--- src/common/physt_defines.svh ---
/*
  Constants of the management status and advertisement register bank:
  register addresses, bit positions, fixed and reset values, and the
  shape of a serial management frame.
  Assumes it is included by bare name from the design files.
*/
`ifndef PHYST_DEFINES_SVH
`define PHYST_DEFINES_SVH

// Register addresses on the serial management interface
`define PHYST_REG_MODE_STATUS 5'h01
`define PHYST_REG_ID_HIGH 5'h02
`define PHYST_REG_ID_LOW 5'h03
`define PHYST_REG_ADVERT 5'h04
`define PHYST_REG_PARTNER 5'h05
`define PHYST_REG_EXPANSION 5'h06

// Mode status: constant bits (capabilities, extended status, preamble)
`define PHYST_MODE_STATUS_FIXED 16'h79C9
`define PHYST_MS_AN_DONE 5
`define PHYST_MS_FAULT 4
`define PHYST_MS_LINK 2
`define PHYST_MS_JABBER 1

// Advertisement: reset value and writable bits (bit 14 stays zero)
`define PHYST_ADVERT_RESET 16'h01E1
`define PHYST_ADVERT_WMASK 16'hBFFF

// Expansion: constant bits (local next page able at bit 2)
`define PHYST_EXP_FIXED 16'h0004
`define PHYST_EXP_PDF 4
`define PHYST_EXP_PARTNER_NP 3
`define PHYST_EXP_PAGE_RX 1
`define PHYST_EXP_PARTNER_AN 0

// Frame shape: operation codes and bit counters
`define PHYST_OP_READ 2'h2
`define PHYST_OP_WRITE 2'h1
`define PHYST_HDR_LAST 5'h0C
`define PHYST_TURN_LAST 5'h01
`define PHYST_DATA_LAST 5'h0F

`endif

--- src/common/physt_pkg.sv ---
/*
  Types of the management status and advertisement register bank:
  frame state machine and the packed state records of each module.
  Assumes nothing beyond a SystemVerilog compiler.
*/
`default_nettype none

package physt_pkg;

  // Frame walker states, Gray coded along idle-head-turn-data
  typedef enum logic [1:0] {
    PHYST_S_IDLE = 2'h0,
    PHYST_S_HEAD = 2'h1,
    PHYST_S_TURN = 2'h3,
    PHYST_S_DATA = 2'h2
  } physt_state_t;

  // Whole state of the register bank top
  typedef struct packed {
    physt_state_t fsm;     // Frame position
    logic [4:0] cnt;       // Bit counter inside a frame field
    logic [15:0] shift;    // Header, write data or read data shifter
    logic mdc_prev;        // Management clock one cycle ago
    logic idle_seen;       // A one was seen on the data line
    logic is_read;         // Current frame is a read
    logic hit;             // Frame addresses this device
    logic [4:0] reg_addr;  // Register address of current frame
    logic mdio_oe;         // Data line drive enable
    logic mdio_o;          // Data line drive value
    logic [15:0] advert;   // Local ability advertisement
    logic [15:0] partner;  // Link partner base page
  } physt_regs_t;

  // Whole state of one latching status bit
  typedef struct packed {
    logic val;             // Latched value seen by reads
  } physt_latch_t;

endpackage : physt_pkg

`default_nettype wire

--- src/logic/physt_latch.sv ---
/*
  One latching status bit: latches high or low on its condition and is
  released by a read of its register.
  Assumes the release pulse lasts one cycle and comes from the read.
*/
`default_nettype none

module physt_latch #(
  parameter bit LATCH_HIGH = 1'b1  // 1: latch high, 0: latch low
) (
  input wire logic clk_in,   // System clock
  input wire logic rst_in,   // Asynchronous reset, active high
  input wire logic cond_in,  // Live condition level
  input wire logic rel_in,   // Read release pulse
  output logic val_out       // Latched value
);

  physt_pkg::physt_latch_t s_q;  // Registered state
  physt_pkg::physt_latch_t s_d;  // Next state

  // Latch rule: the live condition always enters, so an event in the
  // very cycle of a read release is never lost
  always_comb begin
    s_d = s_q;
    if (LATCH_HIGH) begin
      s_d.val = cond_in | (s_q.val & ~rel_in);
    end else begin
      s_d.val = cond_in & (s_q.val | rel_in);
    end
  end

  // State register
  always_ff @(posedge clk_in or posedge rst_in) begin
    if (rst_in) begin
      s_q <= '{val: 1'b0};
    end else begin
      s_q <= s_d;
    end
  end

  assign val_out = s_q.val;

endmodule : physt_latch

`default_nettype wire

--- src/logic/physt_regs.sv ---
/*
  Management register bank at addresses 1 to 6: mode status, the two
  identifier registers, local advertisement, link partner ability and
  expansion. Reached by a serial management frame slave.
  Assumes the management clock and data inputs are synchronous to
  CLK_IN and much slower than it, and that the negotiation engine
  drives the status levels and the partner page strobe.
*/
`include "physt_defines.svh"

`default_nettype none

module physt_regs #(
  parameter logic [15:0] OUI_HIGH = 16'h0A5A,  // Arbitrary value
  parameter logic [5:0] OUI_LOW = 6'h15,       // Arbitrary value
  parameter logic [5:0] MODEL_NUM = 6'h2A,     // Arbitrary value
  parameter logic [3:0] REVISION = 4'h3        // Arbitrary value
) (
  input wire logic CLK_IN,                 // System clock, 40 MHz
  input wire logic SYS_RST_IN,             // Async reset, active high
  input wire logic MDC_IN,                 // Management clock level
  input wire logic MDIO_IN,                // Management data in
  output logic MDIO_OUT,                   // Management data out
  output logic MDIO_OE_OUT,                // Drive enable for data
  input wire logic [4:0] PHY_ADDR_IN,      // Own station address
  input wire logic LINK_UP_IN,             // Live link level
  input wire logic REMOTE_FAULT_IN,        // Far-end fault seen
  input wire logic JABBER_IN,              // Jabber condition seen
  input wire logic AN_COMPLETE_IN,         // Negotiation complete
  input wire logic PARALLEL_FAULT_IN,      // Parallel detect fault
  input wire logic PAGE_RX_IN,             // New page received level
  input wire logic PARTNER_NP_ABLE_IN,     // Partner next page able
  input wire logic PARTNER_AN_ABLE_IN,     // Partner negotiates
  input wire logic [15:0] PARTNER_PAGE_IN, // Partner base page
  input wire logic PARTNER_PAGE_VALID_IN,  // Base page strobe
  output logic [15:0] ADVERT_OUT           // Advertisement register
);

  physt_pkg::physt_regs_t s_q;  // Registered state
  physt_pkg::physt_regs_t s_d;  // Next state

  logic mdc_rise;            // Rising edge of management clock
  logic rel_status;          // Read of mode status releases latches
  logic rel_exp;             // Read of expansion releases latches
  logic wr_commit;           // Advertisement write takes effect
  logic [15:0] wr_value;     // Full write word at commit
  logic [12:0] hdr;          // Header word at its last bit
  logic [15:0] rd_status;    // Mode status read value
  logic [15:0] rd_id_high;   // Identifier high read value
  logic [15:0] rd_id_low;    // Identifier low read value
  logic [15:0] rd_exp;       // Expansion read value
  logic [15:0] rdata;        // Selected read value
  logic link_lat;            // Latched link-up
  logic fault_lat;           // Latched far-end fault
  logic jab_lat;             // Latched jabber
  logic pdf_lat;             // Latched parallel detection fault
  logic page_lat;            // Latched page received

  // Latching status cells; each releases on a read of its register
  physt_latch #(.LATCH_HIGH(1'b0)) u_link (
    .clk_in(CLK_IN),
    .rst_in(SYS_RST_IN),
    .cond_in(LINK_UP_IN),
    .rel_in(rel_status),
    .val_out(link_lat)
  );

  physt_latch #(.LATCH_HIGH(1'b1)) u_fault (
    .clk_in(CLK_IN),
    .rst_in(SYS_RST_IN),
    .cond_in(REMOTE_FAULT_IN),
    .rel_in(rel_status),
    .val_out(fault_lat)
  );

  physt_latch #(.LATCH_HIGH(1'b1)) u_jabber (
    .clk_in(CLK_IN),
    .rst_in(SYS_RST_IN),
    .cond_in(JABBER_IN),
    .rel_in(rel_status),
    .val_out(jab_lat)
  );

  physt_latch #(.LATCH_HIGH(1'b1)) u_pdf (
    .clk_in(CLK_IN),
    .rst_in(SYS_RST_IN),
    .cond_in(PARALLEL_FAULT_IN),
    .rel_in(rel_exp),
    .val_out(pdf_lat)
  );

  physt_latch #(.LATCH_HIGH(1'b0)) u_page (
    .clk_in(CLK_IN),
    .rst_in(SYS_RST_IN),
    .cond_in(PAGE_RX_IN),
    .rel_in(rel_exp),
    .val_out(page_lat)
  );

  // Read values; constant bits come from the fixed patterns
  always_comb begin
    rd_status = `PHYST_MODE_STATUS_FIXED;
    rd_status[`PHYST_MS_AN_DONE] = AN_COMPLETE_IN;
    rd_status[`PHYST_MS_FAULT] = fault_lat;
    rd_status[`PHYST_MS_LINK] = link_lat;
    rd_status[`PHYST_MS_JABBER] = jab_lat;
    rd_id_high = OUI_HIGH;
    rd_id_low = {OUI_LOW, MODEL_NUM, REVISION};
    rd_exp = `PHYST_EXP_FIXED;
    rd_exp[`PHYST_EXP_PDF] = pdf_lat;
    rd_exp[`PHYST_EXP_PARTNER_NP] = PARTNER_NP_ABLE_IN;
    rd_exp[`PHYST_EXP_PAGE_RX] = page_lat;
    rd_exp[`PHYST_EXP_PARTNER_AN] = PARTNER_AN_ABLE_IN;
  end

  // Read multiplexer; unmapped addresses read as zero
  always_comb begin
    case (s_q.reg_addr)
      `PHYST_REG_MODE_STATUS: rdata = rd_status;
      `PHYST_REG_ID_HIGH: rdata = rd_id_high;
      `PHYST_REG_ID_LOW: rdata = rd_id_low;
      `PHYST_REG_ADVERT: rdata = s_q.advert;
      `PHYST_REG_PARTNER: rdata = s_q.partner;
      `PHYST_REG_EXPANSION: rdata = rd_exp;
      default: rdata = 16'h0000;
    endcase
  end

  assign mdc_rise = MDC_IN & ~s_q.mdc_prev;
  assign hdr = {s_q.shift[11:0], MDIO_IN};
  assign wr_value = {s_q.shift[14:0], MDIO_IN};

  // Frame walker: every field is sampled on a management clock rise;
  // the data line is also changed on a rise, giving the master a
  // whole management clock period of setup before its next sample
  always_comb begin
    s_d = s_q;
    rel_status = 1'b0;
    rel_exp = 1'b0;
    wr_commit = 1'b0;
    s_d.mdc_prev = MDC_IN;
    // Partner page is read-only to management, loaded by the engine
    if (PARTNER_PAGE_VALID_IN) begin
      s_d.partner = PARTNER_PAGE_IN;
    end
    if (mdc_rise) begin
      case (s_q.fsm)
        physt_pkg::PHYST_S_IDLE: begin
          // One idle one before the start zero is enough, so no
          // preamble is demanded
          if (!MDIO_IN && s_q.idle_seen) begin
            s_d.fsm = physt_pkg::PHYST_S_HEAD;
            s_d.cnt = 5'h00;
          end
          s_d.idle_seen = MDIO_IN;
        end
        physt_pkg::PHYST_S_HEAD: begin
          // Header shifts in most significant bit first
          s_d.shift = {s_q.shift[14:0], MDIO_IN};
          s_d.cnt = s_q.cnt + 5'h01;
          if (s_q.cnt == `PHYST_HDR_LAST) begin
            // Foreign or malformed frames are walked, never answered
            s_d.is_read = (hdr[11:10] == `PHYST_OP_READ);
            s_d.hit = hdr[12] && (hdr[9:5] == PHY_ADDR_IN) &&
                      ((hdr[11:10] == `PHYST_OP_READ) ||
                       (hdr[11:10] == `PHYST_OP_WRITE));
            s_d.reg_addr = hdr[4:0];
            s_d.fsm = physt_pkg::PHYST_S_TURN;
            s_d.cnt = 5'h00;
          end
        end
        physt_pkg::PHYST_S_TURN: begin
          s_d.cnt = s_q.cnt + 5'h01;
          if (s_q.cnt != `PHYST_TURN_LAST) begin
            // First turnaround bit: snapshot the register and drive
            // zero; the snapshot and the release are the same cycle
            if (s_q.hit && s_q.is_read) begin
              s_d.mdio_oe = 1'b1;
              s_d.mdio_o = 1'b0;
              s_d.shift = rdata;
              rel_status = (s_q.reg_addr == `PHYST_REG_MODE_STATUS);
              rel_exp = (s_q.reg_addr == `PHYST_REG_EXPANSION);
            end
          end else begin
            // Second turnaround bit: present data bit 15
            if (s_q.hit && s_q.is_read) begin
              s_d.mdio_o = s_q.shift[15];
              s_d.shift = {s_q.shift[14:0], 1'b0};
            end
            s_d.fsm = physt_pkg::PHYST_S_DATA;
            s_d.cnt = 5'h00;
          end
        end
        physt_pkg::PHYST_S_DATA: begin
          s_d.cnt = s_q.cnt + 5'h01;
          if (s_q.is_read) begin
            if (s_q.cnt == `PHYST_DATA_LAST) begin
              // Bit 0 has been sampled; let go of the line
              s_d.mdio_oe = 1'b0;
              s_d.mdio_o = 1'b0;
              s_d.fsm = physt_pkg::PHYST_S_IDLE;
              s_d.idle_seen = 1'b0;
            end else if (s_q.hit) begin
              s_d.mdio_o = s_q.shift[15];
              s_d.shift = {s_q.shift[14:0], 1'b0};
            end
          end else begin
            s_d.shift = wr_value;
            if (s_q.cnt == `PHYST_DATA_LAST) begin
              // Only the advertisement takes writes; bit 14 is kept
              // zero by the mask
              if (s_q.hit &&
                  (s_q.reg_addr == `PHYST_REG_ADVERT)) begin
                wr_commit = 1'b1;
                s_d.advert = wr_value &
                             `PHYST_ADVERT_WMASK;
              end
              s_d.fsm = physt_pkg::PHYST_S_IDLE;
              s_d.idle_seen = 1'b0;
            end
          end
        end
        default: begin
          s_d.fsm = physt_pkg::PHYST_S_IDLE;
          s_d.mdio_oe = 1'b0;
        end
      endcase
    end
  end

  // State register; advertisement resets to the TX/T abilities and
  // selector one, pause, next page and fault bits cleared
  always_ff @(posedge CLK_IN or posedge SYS_RST_IN) begin
    if (SYS_RST_IN) begin
      s_q <= '{fsm: physt_pkg::PHYST_S_IDLE,
               cnt: 5'h00,
               shift: 16'h0000,
               mdc_prev: 1'b0,
               idle_seen: 1'b0,
               is_read: 1'b0,
               hit: 1'b0,
               reg_addr: 5'h00,
               mdio_oe: 1'b0,
               mdio_o: 1'b0,
               advert: `PHYST_ADVERT_RESET,
               partner: 16'h0000};
    end else begin
      s_q <= s_d;
    end
  end

  assign MDIO_OUT = s_q.mdio_o;
  assign MDIO_OE_OUT = s_q.mdio_oe;
  assign ADVERT_OUT = s_q.advert;
endmodule : physt_regs

`default_nettype wire

--- config.mk ---
export PLATFORM = sky130hd
export DESIGN_NAME = physt_regs
export DESIGN_NICKNAME = d
export VERILOG_FILES = /design/src/common/physt_pkg.sv /design/src/logic/physt_latch.sv /design/src/logic/physt_regs.sv
export VERILOG_INCLUDE_DIRS = /design/src /design/src/common
export SDC_FILE = /design/constraint.sdc
export NUM_CORES = 1
export LEC_CHECK = 0
export ABC_AREA = 1
export BUFFER_PORTS_ARGS = -buffer_cell sky130_fd_sc_hd__buf_2
export CORE_ASPECT_RATIO = 2
export CORE_UTILIZATION = 29
export CTS_CLUSTER_SIZE = 20
export DETAILED_ROUTE_END_ITERATION = 10
export PLACE_DENSITY = 0.47
export SLEW_MARGIN = 15
export SYNTH_ARGS = -nofsm -noshare
export SYNTH_HDL_FRONTEND = slang
export SYNTH_HIERARCHICAL = 1
export SYNTH_SLANG_ARGS = --single-unit
--- constraint.sdc ---
create_clock -name CLK_IN -period 1.7 [get_ports CLK_IN]
set_input_delay 0.17 -clock CLK_IN [delete_from_list [all_inputs] [get_ports CLK_IN]]
set_output_delay 0.17 -clock CLK_IN [all_outputs]
set_load 0.01 [all_outputs]
==> results of run 1 <==
## through the flow
stage,area (um2),setup WS (ns)
3_3_place_gp,4490,-0.164
6_report,5190,-0.0973
4_1_cts,4900,-0.105
5_1_grt,5190,-0.225
2_1_floorplan,3840,-0.00296
3_5_place_dp,4490,-0.176
## sequential cells by signal, summed over array words and instances, names as in the netlist
| register | cells |
|---|---|
| u_link/val_out | 1 |
| ADVERT_OUT | 15 |
| hdr | 12 |
| s_q | 36 |
| u_pdf/val_out | 1 |
| MDIO_OE_OUT | 1 |
| MDIO_OUT | 1 |
| u_fault/val_out | 1 |
| u_jabber/val_out | 1 |
| u_page/val_out | 1 |
## worst register-to-register path: cells and delay by family (launching register included)
family	cells	cell delay [ns]
adders and majority gates	2	0.38
DFF	1	0.35
buffers and inverters	3	0.34
and+or+nand+nor	5	0.56
AOI/OAI and AO/OA	1	0.05
## what timing repair did
action / in CTS / in global routing
resized for setup: 23 / 55
setup endpoints to repair: 48 / 53
buffers inserted: 2 / 2
hold endpoints to repair: 16 / 0
pin swaps: 5 / 14
gates cloned: 0 / 4
hold buffers: 2 / 0
## cells by family after synthesis
group / count (synthesis)
XOR/XNOR: 3
flip-flops: 70
AND/OR/NAND/NOR: 196
buffers and inverters: 84
multiplexers: 14
AO/OA/AOI/OAI: 80
other: 1
adder cells (fa/ha/maj): 5
## placed cells by master, fill, tap and decap left out, types with 8 or more instances in the layout
master	count
buf_6	8
o21ai_1	11
nor2_2	9
o21ai_2	13
nand2_2	17
nand2_1	102
inv_1	49
clkbuf_16	11
nor2_1	24
dfrtp_1	65
mux2_2	14
buf_4	37
o21ai_0	9
a21oi_1	18
nand3_1	19
buf_2	50
## cells in the mapped netlist (3+ instances only)
cell and instances:
o22ai_1 3, buf_6 3, inv_1 52, nor2_4 3, nor2_2 3, o21ai_2 13
nor2_1 34, o21ai_1 9, nor3_1 3, mux2_2 14, nand2_1 114, a21oi_1 31
dfrtp_1 65, nand2_2 6, dfstp_2 5, ha_1 5, nand4_1 4, nand3_1 21
o21ai_0 12, a22oi_2 6, inv_2 3, buf_2 6, buf_4 19
## metal layers
layer,routed length (um),share of wire,vias to the layer above
met5,0,0,-
met4,660,0.057,0
met3,413,0.036,35
met2,6290,0.55,92
met1,4120,0.36,1621
li1,-,-,1627
## worst max path at each step
stage / to / startpoint / depth (start not counted)
CTS: ADVERT_OUT[3]$_DFFE_PP0P_ / s_q[59]$_DFFE_PP0P_ / 11
floorplan: hdr[7]$_DFFE_PP0P_ / s_q[59]$_DFFE_PP0P_ / 11
global placement: u_jabber/val_out$_DFF_PP0_ / s_q[59]$_DFFE_PP0P_ / 13
finish: ADVERT_OUT[1]$_DFFE_PP0P_ / s_q[59]$_DFFE_PP0P_ / 11
detailed placement: u_jabber/val_out$_DFF_PP0_ / s_q[59]$_DFFE_PP0P_ / 13
global route: hdr[10]$_DFFE_PP0P_ / s_q[59]$_DFFE_PP0P_ / 11
## report_power, final
part / switching (uW) / leakage [uW] / internal (uW) / total, uW
Clock: 748 / 0.000141 / 1120 / 1870
Sequential: 358 / 0.000835 / 2010 / 2370
Combinational: 1540 / 0.00149 / 1200 / 2740
## final cells by class
type / instances / share of cell area
multi-input cells: 299 / 0.368
flip-flops and latches: 70 / 0.338
repair buffers: 105 / 0.156
clock buffers: 9 / 0.0434
inverters: 55 / 0.0434
well taps: 152 / 0.0366
clock inverters: 7 / 0.0125
repair inverters: 1 / 0.00217
==> out/metrics.cfg, run 1 <==
[status]
status=finished with violations
violations=DRC, setup timing

[sta]
hold_ws_ns=0.0186
setup_slack_ns=-0.0973
fin_setup_tns_ns=-1.73
maxSlewViolCount=0
finalClockSkew_ns=0.00834
min_period_over_period=1.06
setup_violations=32
max_freq_ghz=0.556
period_needed_ns=1.80
report.final.hold_viol_count=0
rsz0062_at_grt=true

[detailed_routing]
viasPerCell=4.84
ant_nets=0
first_pass_iters=8
vias=3375
drtIter0Drc=133
wl_per_cell_um=16.4
drc=2
drt-total-wl_um=11500

[floorplan]
dieArea_um2=13700
ioPinCount=52
start_util=0.297
core-area_um2=12900
fp.dieW_um=83.3
row_count=59
die_y_um=165

[finish]
layout-area-overhead-vs-synth_pct=35.6
utilization=0.402
fin_nets=580
layout-drive-gt1-share=0.421
nFillCells=1309
final_cells=698
antenna-diode-count=0
multi_input_area_um2=1910
regArea_um2=1760

[logic_synthesis]
async_flop_share=1.00
avgSynthCellArea_um2=8.46
synth_edf_count=0
syn-cell-area_um2=3830
synthDistinctLibCells=38
muxShareOfSynthArea=0.0411
synth_top_family_by_area=simple AND/OR/NAND/NOR gates
yosys.area_share.simple=0.231
ys_ff_latch=70
synth_compound_area_frac=0.137
synth_warnings=6
synth_top_area_frac=0.425
synth_fa_ha_area_frac=0.0163
seq_area_frac_synth=0.459
synth-xor-area-share=0.00686
synth_ff_type=dfrtp_1
ys_top_cells_by_area=dfrtp_1 42%, nand2_1 11%, inv_1 5.1%
syn_nets=492
synth_cells=453
synth_area_leader_cell=dfrtp_1

[placement]
portBuffers=50
gp_congestion=0.872
dp_hpwl_um=8750
dp_cells=673

[setup_path]
crit_slowest_cell=dfrtp_1
max_stage_delay_ns=0.35
crit_fanout=20
timing.rr.end=ADVERT_OUT[1]$_DFFE_PP0P_
startpoint_type=flip-flop
critPathBufInv=3
cpLargestDelayFamily=simple AND/OR/NAND/NOR gates
ff2ff_path_depth=11
cp-end-kind=flip-flop
arrival_ns=2.02
path_cells=ha_2, nand2_2, nor2_2, ha_2, inv_2, buf_6, nor4_4, nand2_4, buf_12, nand2_2, o21ai_2
cp.required_ns=1.93
reg2reg_slack_ns=-0.1
r2r_start=s_q[59]$_DFFE_PP0P_
path_class=flip-flop to flip-flop

[min_path]
hold_path_end=u_pdf/val_out$_DFF_PP0_
min_path_cells=3
min-delay-path-class=input pin to flip-flop
hold_start=PARALLEL_FAULT_IN

[clock_network]
clock-root-buffer=clkbuf_16
cts_buffers=9
tritoncts=built
cts_max_path_buffers=2
cts_htree_levels=3
cts.clk_slew.worst_paths_ns=0.06
cts_sinks=70
clk_latency_ns=0.34

[flow_run]
maxCapViolCount=0

[grt]
grt_pass1_wl_um=18000
grt_use_met2=0.314
grt_overflow=0
gr-max-usage-layer=met2
grtUsageMet1=0.175
grt_max_degree=55
antenna_found_initial=0
gr-usage-met3=0.0385
grt_pass1_vias=3467
grt_usage=0.174

[pwr]
fin_total_pwr_uw=6990
power.leakage_uw=0.00247
power.density_nw_per_um2=1350
vdd_drop_max_mv=0.693

No activity file was read; power rests on OpenSTA's default activity.
==> run 2: changes to the inputs <==
MAX_ROUTING_LAYER = met4   (was not set)
==> run 2 against run 1 <==
Utilization up 2.3 points; combinational power increased by 14%; register-to-register slack hardly changed; routed wire length up 1.3%; the run still ends with DRC, setup timing left; highest routed layer unchanged; sequential share of layout area decreased by 1.9 points; critical path depth did not move; first-iteration DRC count up 17%; sequential power hardly changed; final cell count increased by 0.43%; worst hold slack got worse by 0.0040 ns.
==> out/metrics.cfg, run 2 (synthesis gave the netlist of run 1 again) <==
[status]
status=finished with violations
violations=DRC, setup timing

[floorplan]
start_util=0.297
dieArea_um2=13700
core-area_um2=12900
row_count=59
die_y_um=165
fp.dieW_um=83.3
ioPinCount=52

[finish]
final_cell_mix=90 x nand2_1, 65 x dfrtp_1, 50 x buf_2, 49 x inv_1, 29 x buf_4
antenna-diode-count=0
utilization=0.425
largest_register_ffs=36
layout-area-overhead-vs-synth_pct=43.5
layout_commonest_cell=nand2_1
top_register=s_q
multi_input_area_um2=2060
regArea_um2=1760
fin_nets=583
nFillCells=1275
final_cells=701
layout-drive-gt1-share=0.474

[sta]
min_period_over_period=1.05
max_freq_ghz=0.559
rsz0062_at_grt=true
report.final.hold_viol_count=0
maxSlewViolCount=0
finalClockSkew_ns=0.00671
period_needed_ns=1.79
setup_violations=39
fin_setup_tns_ns=-1.91
setup_slack_ns=-0.0874

[pwr]
p_clk_frac=0.276
power.leakage_uw=0.00260
p_int_uw=4850
vdd_drop_max_mv=0.765
power.density_nw_per_um2=1390
power_switching_share=0.365
p_sw_uw=2780
p_seq_frac=0.314
p_comb_frac=0.410

[setup_path]
arrival_ns=2.02
crit_fanout=20
max_stage_delay_ns=0.37
path_cells=ha_2, nand2_2, nor2_2, ha_2, inv_2, buf_6, nor4_4, nand2_4, buf_12, nand2_2, o21ai_2
path_class=flip-flop to flip-flop
cp-end-kind=flip-flop
startpoint_type=flip-flop
crit_slowest_cell=dfrtp_1
cp.required_ns=1.93

[detailed_routing]
viasPerCell=4.84
wl_per_cell_um=16.6
drt-total-wl_um=11600
drtIter0Drc=155
vias=3396
first_pass_iters=8
drc=2
ant_nets=0

[grt]
grt_max_degree=58
grt_usage=0.182
grt_pass1_wl_um=18400
grt_overflow=0
grt_pass1_vias=3502
antenna_found_initial=0

[clock_network]
cts_max_path_buffers=2
cts_buffers=9
clock-root-buffer=clkbuf_16
clk_latency_ns=0.34
cts.clk_slew.worst_paths_ns=0.06
tritoncts=built
cts_htree_levels=3
cts_sinks=70

[min_path]
min-delay-path-class=input pin to flip-flop

[placement]
dp_cells=671
dp_hpwl_um=8690
dp_slack_ns=-0.182
gp_congestion=0.862
portBuffers=50

[flow_run]
maxCapViolCount=0

## run 2: final timing paths
path | start | endpoint | slack, ns | depth (start not counted)
max in group asynchronous | SYS_RST_IN | ADVERT_OUT[5]$_DFFE_PP1P_ | 0.73 | 4
worst max-delay path | s_q[59]$_DFFE_PP0P_ | ADVERT_OUT[1]$_DFFE_PP0P_ | -0.09 | 11
worst max register to register | s_q[59]$_DFFE_PP0P_ | ADVERT_OUT[1]$_DFFE_PP0P_ | -0.09 | 11
min in group asynchronous | SYS_RST_IN | u_link/val_out$_DFF_PP0_ | 0.27 | 3
worst min register to register | u_jabber/val_out$_DFF_PP0_ | u_jabber/val_out$_DFF_PP0_ | 0.47 | 2
worst min-delay path | PARALLEL_FAULT_IN | u_pdf/val_out$_DFF_PP0_ | 0.01 | 3
## run 2: layer usage
metal	wire length, um	GRT usage
met5	0	-
met1	4180	0.182
met4	563	0.103
met3	355	0.0315
met2	6530	0.330
## run 2: layout make-up
| type | count | share of cell area |
|---|---|---|
| Sequential cell | 70 | 0.320 |
| Multi-Input combinational cell | 299 | 0.374 |
| Clock buffer | 11 | 0.0460 |
| Tap cell | 152 | 0.0346 |
| Clock inverter | 5 | 0.0148 |
| Timing Repair inverter | 1 | 0.00296 |
| Timing Repair Buffer | 108 | 0.167 |
| Inverter | 55 | 0.0410 |
## run 2: worst max-delay path, delay by kind of cell, from the launching register on
kind                       cells  cell delay, ns
and+or+nand+nor                5            0.53
adders and majority gates      2            0.38
DFF                            1            0.37
buffers and inverters          3            0.33
AOI/OAI and AO/OA              1            0.05
## run 2: per-stage QoR
stage	hold WS, ns	area, um2	power [uW]
finish	0.0147	5500	7630
global route	0.0165	5500	8070
CTS	0.00963	5120	7120
detailed placement	0.0749	4490	4610
global placement	0.0771	4490	4570
floorplan	-0.101	3840	3550
## run 2: power by group through the flow
stage	Clock [uW]	Sequential (uW)	Combinational [uW]
6_report	2110	2400	3130
5_1_grt	2220	2440	3410
4_1_cts	2150	2330	2640
3_5_place_dp	0	2340	2260
3_3_place_gp	0	2330	2240
2_1_floorplan	0	2260	1290
## run 2: what timing repair did
| action | in CTS | in global routing |
|---|---|---|
| hold buffers | 2 | 0 |
| setup buffers | 6 | 4 |
| resized for setup | 46 | 90 |
| hold endpoints to repair | 14 | 0 |
| endpoints found under the setup margin | 47 | 53 |
| gates cloned | 2 | 3 |
| pin swaps | 7 | 13 |
==> run 3: changes to the inputs <==
ABC_AREA = not set   (was 1)
PLACE_DENSITY = 0.45   (was 0.47)
clock period = 1.9 ns   (was 1.7 ns; I/O delays follow)
==> run 3 against run 2 <==
The flow finishes with violations (setup timing); count of clock-buffer cells in the layout decreased by 1; global-route usage increased by 0.64 points; highest routed layer unchanged; synthesized cell count decreased by 18%; first-iteration DRC count increased by 28%; utilization decreased by 4.6 points; maximum frequency decreased by 8.5%.
==> out/metrics.cfg, run 3 <==
[finish]
stdcell_area_um2=4790
layout-drive-gt1-share=0.373
largest_register_ffs=36
top_register=s_q
antenna-diode-count=0
layout-area-overhead-vs-synth_pct=26.8
final_cell_mix=65 x dfrtp_1, 50 x buf_2, 36 x buf_4, 34 x nand2_1, 30 x a21oi_1
layout_commonest_cell=dfrtp_1
utilization=0.379
regArea_um2=1760
multi_input_area_um2=1800
nFillCells=1328
fin_nets=479

[logic_synthesis]
synth_ff_type=dfrtp_1
synthDistinctLibCells=54
synth_common_cells=65 x dfrtp_1, 35 x mux2_2, 34 x nand2_1
synth_area_leader_cell=dfrtp_1
async_flop_share=1.00
avgSynthCellArea_um2=10.2
syn-cell-area_um2=3780
synth_edf_count=0
syn_nets=411
ys_top_cells_by_area=dfrtp_1 43%, mux2_2 10%, a21oi_1 4.0%
ys_ff_latch=70
synth_top_area_frac=0.431
yosysMostFrequentCell=dfrtp_1
synth_cells=372
seq_area_frac_synth=0.465
synth_warnings=6

[placement]
dp_hpwl_um=8480
place_area_um2=4380
portBuffers=50
gp_congestion=0.817

[clock_network]
cts_htree_levels=3
cts_max_path_buffers=2
clk_latency_ns=0.34
cts_sinks=70
cts_buffers=9
clock-root-buffer=clkbuf_16
cts.clk_slew.worst_paths_ns=0.06
tritoncts=built

[detailed_routing]
drc=0
drtIter0Drc=199
drt-total-wl_um=11200
viasPerCell=5.05
vias=3002
wl_per_cell_um=18.9
first_pass_iters=4
ant_nets=0

[setup_path]
crit_slowest_cell=dfrtp_1
cp-end-kind=flip-flop
ff2ff_path_depth=7
crit_fanout=15
path_cells=ha_2, and3_4, ha_4, nand4_1, nor4_4, buf_12, mux2_4
critPathBufInv=1
reg2reg_slack_ns=-0.05
cpLargestDelayFamily=simple AND/OR/NAND/NOR gates
max_stage_delay_ns=0.38
startpoint_type=flip-flop
r2r_start=s_q[59]$_DFFE_PP0P_
arrival_ns=2.18
path_class=flip-flop to flip-flop
timing.rr.end=ADVERT_OUT[4]$_DFFE_PP0P_
cp.required_ns=2.12

[status]
status=finished with violations
violations=setup timing

[sta]
rsz0062_at_grt=true
maxSlewViolCount=0
report.final.hold_viol_count=0
setup_violations=19
min_period_over_period=1.03
max_freq_ghz=0.512
setup_slack_ns=-0.0539
finalClockSkew_ns=0.00757
worstMarginPinSlew_ns=0.531
slew_headroom=0.645
period_needed_ns=1.95

[grt]
grt_pass1_wl_um=17600
grt_usage=0.188
grt_pass1_vias=3158
antenna_found_initial=0
grt_max_degree=66
grt_overflow=0

[min_path]
hold_start=PARALLEL_FAULT_IN
min-delay-path-class=input pin to flip-flop
min_path_cells=2
hold_path_end=u_pdf/val_out$_DFF_PP0_

[floorplan]
die_y_um=163
start_util=0.299
row_count=58
ioPinCount=52
core-area_um2=12600
fp.dieW_um=82.7
dieArea_um2=13500

[pwr]
power.leakage_uw=0.00225
vdd_drop_max_mv=0.453
fin_total_pwr_uw=4490
power.density_nw_per_um2=938

[flow_run]
maxCapViolCount=0

==> run 3: changes by cell type after synthesis, sizes merged, moves of 8 or more <==
cell / change
nand3: -14
nand2b: +12
mux2: +22
a31oi: +17
nor2: -30
clkbuf: +8
o21ai: -20
mux2i: +8
inv: -34
nand2: -88
==> run 3: what timing repair did <==
action,CTS,global route
pin swaps,2,3
gates resized for setup,9,6
cloned,0,1
hold buffers,2,0
endpoints found under the setup margin,28,48
endpoints found under the hold margin,6,0
setup buffers,0,2
==> run 3: final cells by class <==
type | count | share of cell area
multi-input combinational | 243 | 0.375
sequential | 70 | 0.367
timing repair buffer | 95 | 0.139
clock buffer | 10 | 0.0478
tap | 150 | 0.0392
inverter | 21 | 0.0165
clock inverter | 6 | 0.0152
==> run 3: per-stage QoR <==
stage,hold WS (ns),TNS (ns),setup WS (ns),std cells
floorplan,-0.0813,-2.85,-0.155,372
CTS,0.0330,-0.851,-0.0544,592
detailed placement,0.0929,-0.748,-0.0690,574
finish,0.0358,-0.620,-0.0539,595
global route,0.0333,-3.61,-0.142,595
global placement,0.0898,-0.192,-0.0427,574
==> run 3: kinds of logic (layout without fill, tap and decap cells) <==
family,after synthesis,count (layout),share of synthesized area
compound gates,88,88,0.145
mux,44,44,0.129
xor+xnor,6,6,0.0139
fa+ha+maj,5,5,0.0166
simple gates,99,99,0.144
flops,70,70,0.465
other cells,1,1,0.000993
buf+inv,59,132,0.0855
==> run 3: worst max path at each step <==
stage	start	end	slack, ns	cells after the start
after CTS	s_q[59]$_DFFE_PP0P_	ADVERT_OUT[4]$_DFFE_PP0P_	-0.05	7
after floorplan	s_q[59]$_DFFE_PP0P_	ADVERT_OUT[12]$_DFFE_PP0P_	-0.15	7
final	s_q[59]$_DFFE_PP0P_	ADVERT_OUT[4]$_DFFE_PP0P_	-0.05	7
after global routing	s_q[60]$_DFFE_PP0P_	u_jabber/val_out$_DFF_PP0_	-0.14	8
after detailed placement	s_q[59]$_DFFE_PP0P_	ADVERT_OUT[9]$_DFFE_PP0P_	-0.07	7
after global placement	s_q[59]$_DFFE_PP0P_	ADVERT_OUT[9]$_DFFE_PP0P_	-0.04	7
==> run 3: layer usage <==
metal	wire length [um]	global-route usage	part of all wire	up-vias
li1	-	-	-	1439
met1	3920	0.192	0.35	1459
met2	6410	0.328	0.57	75
met3	310	0.0212	0.028	29
met4	610	0.121	0.054	0
met5	0	-	0	-
==> run 3: power by group <==
group          internal (uW)  switching [uW]
clock                   1030             688
combinational            402             386
sequential              1720             267
total                   3150            1340
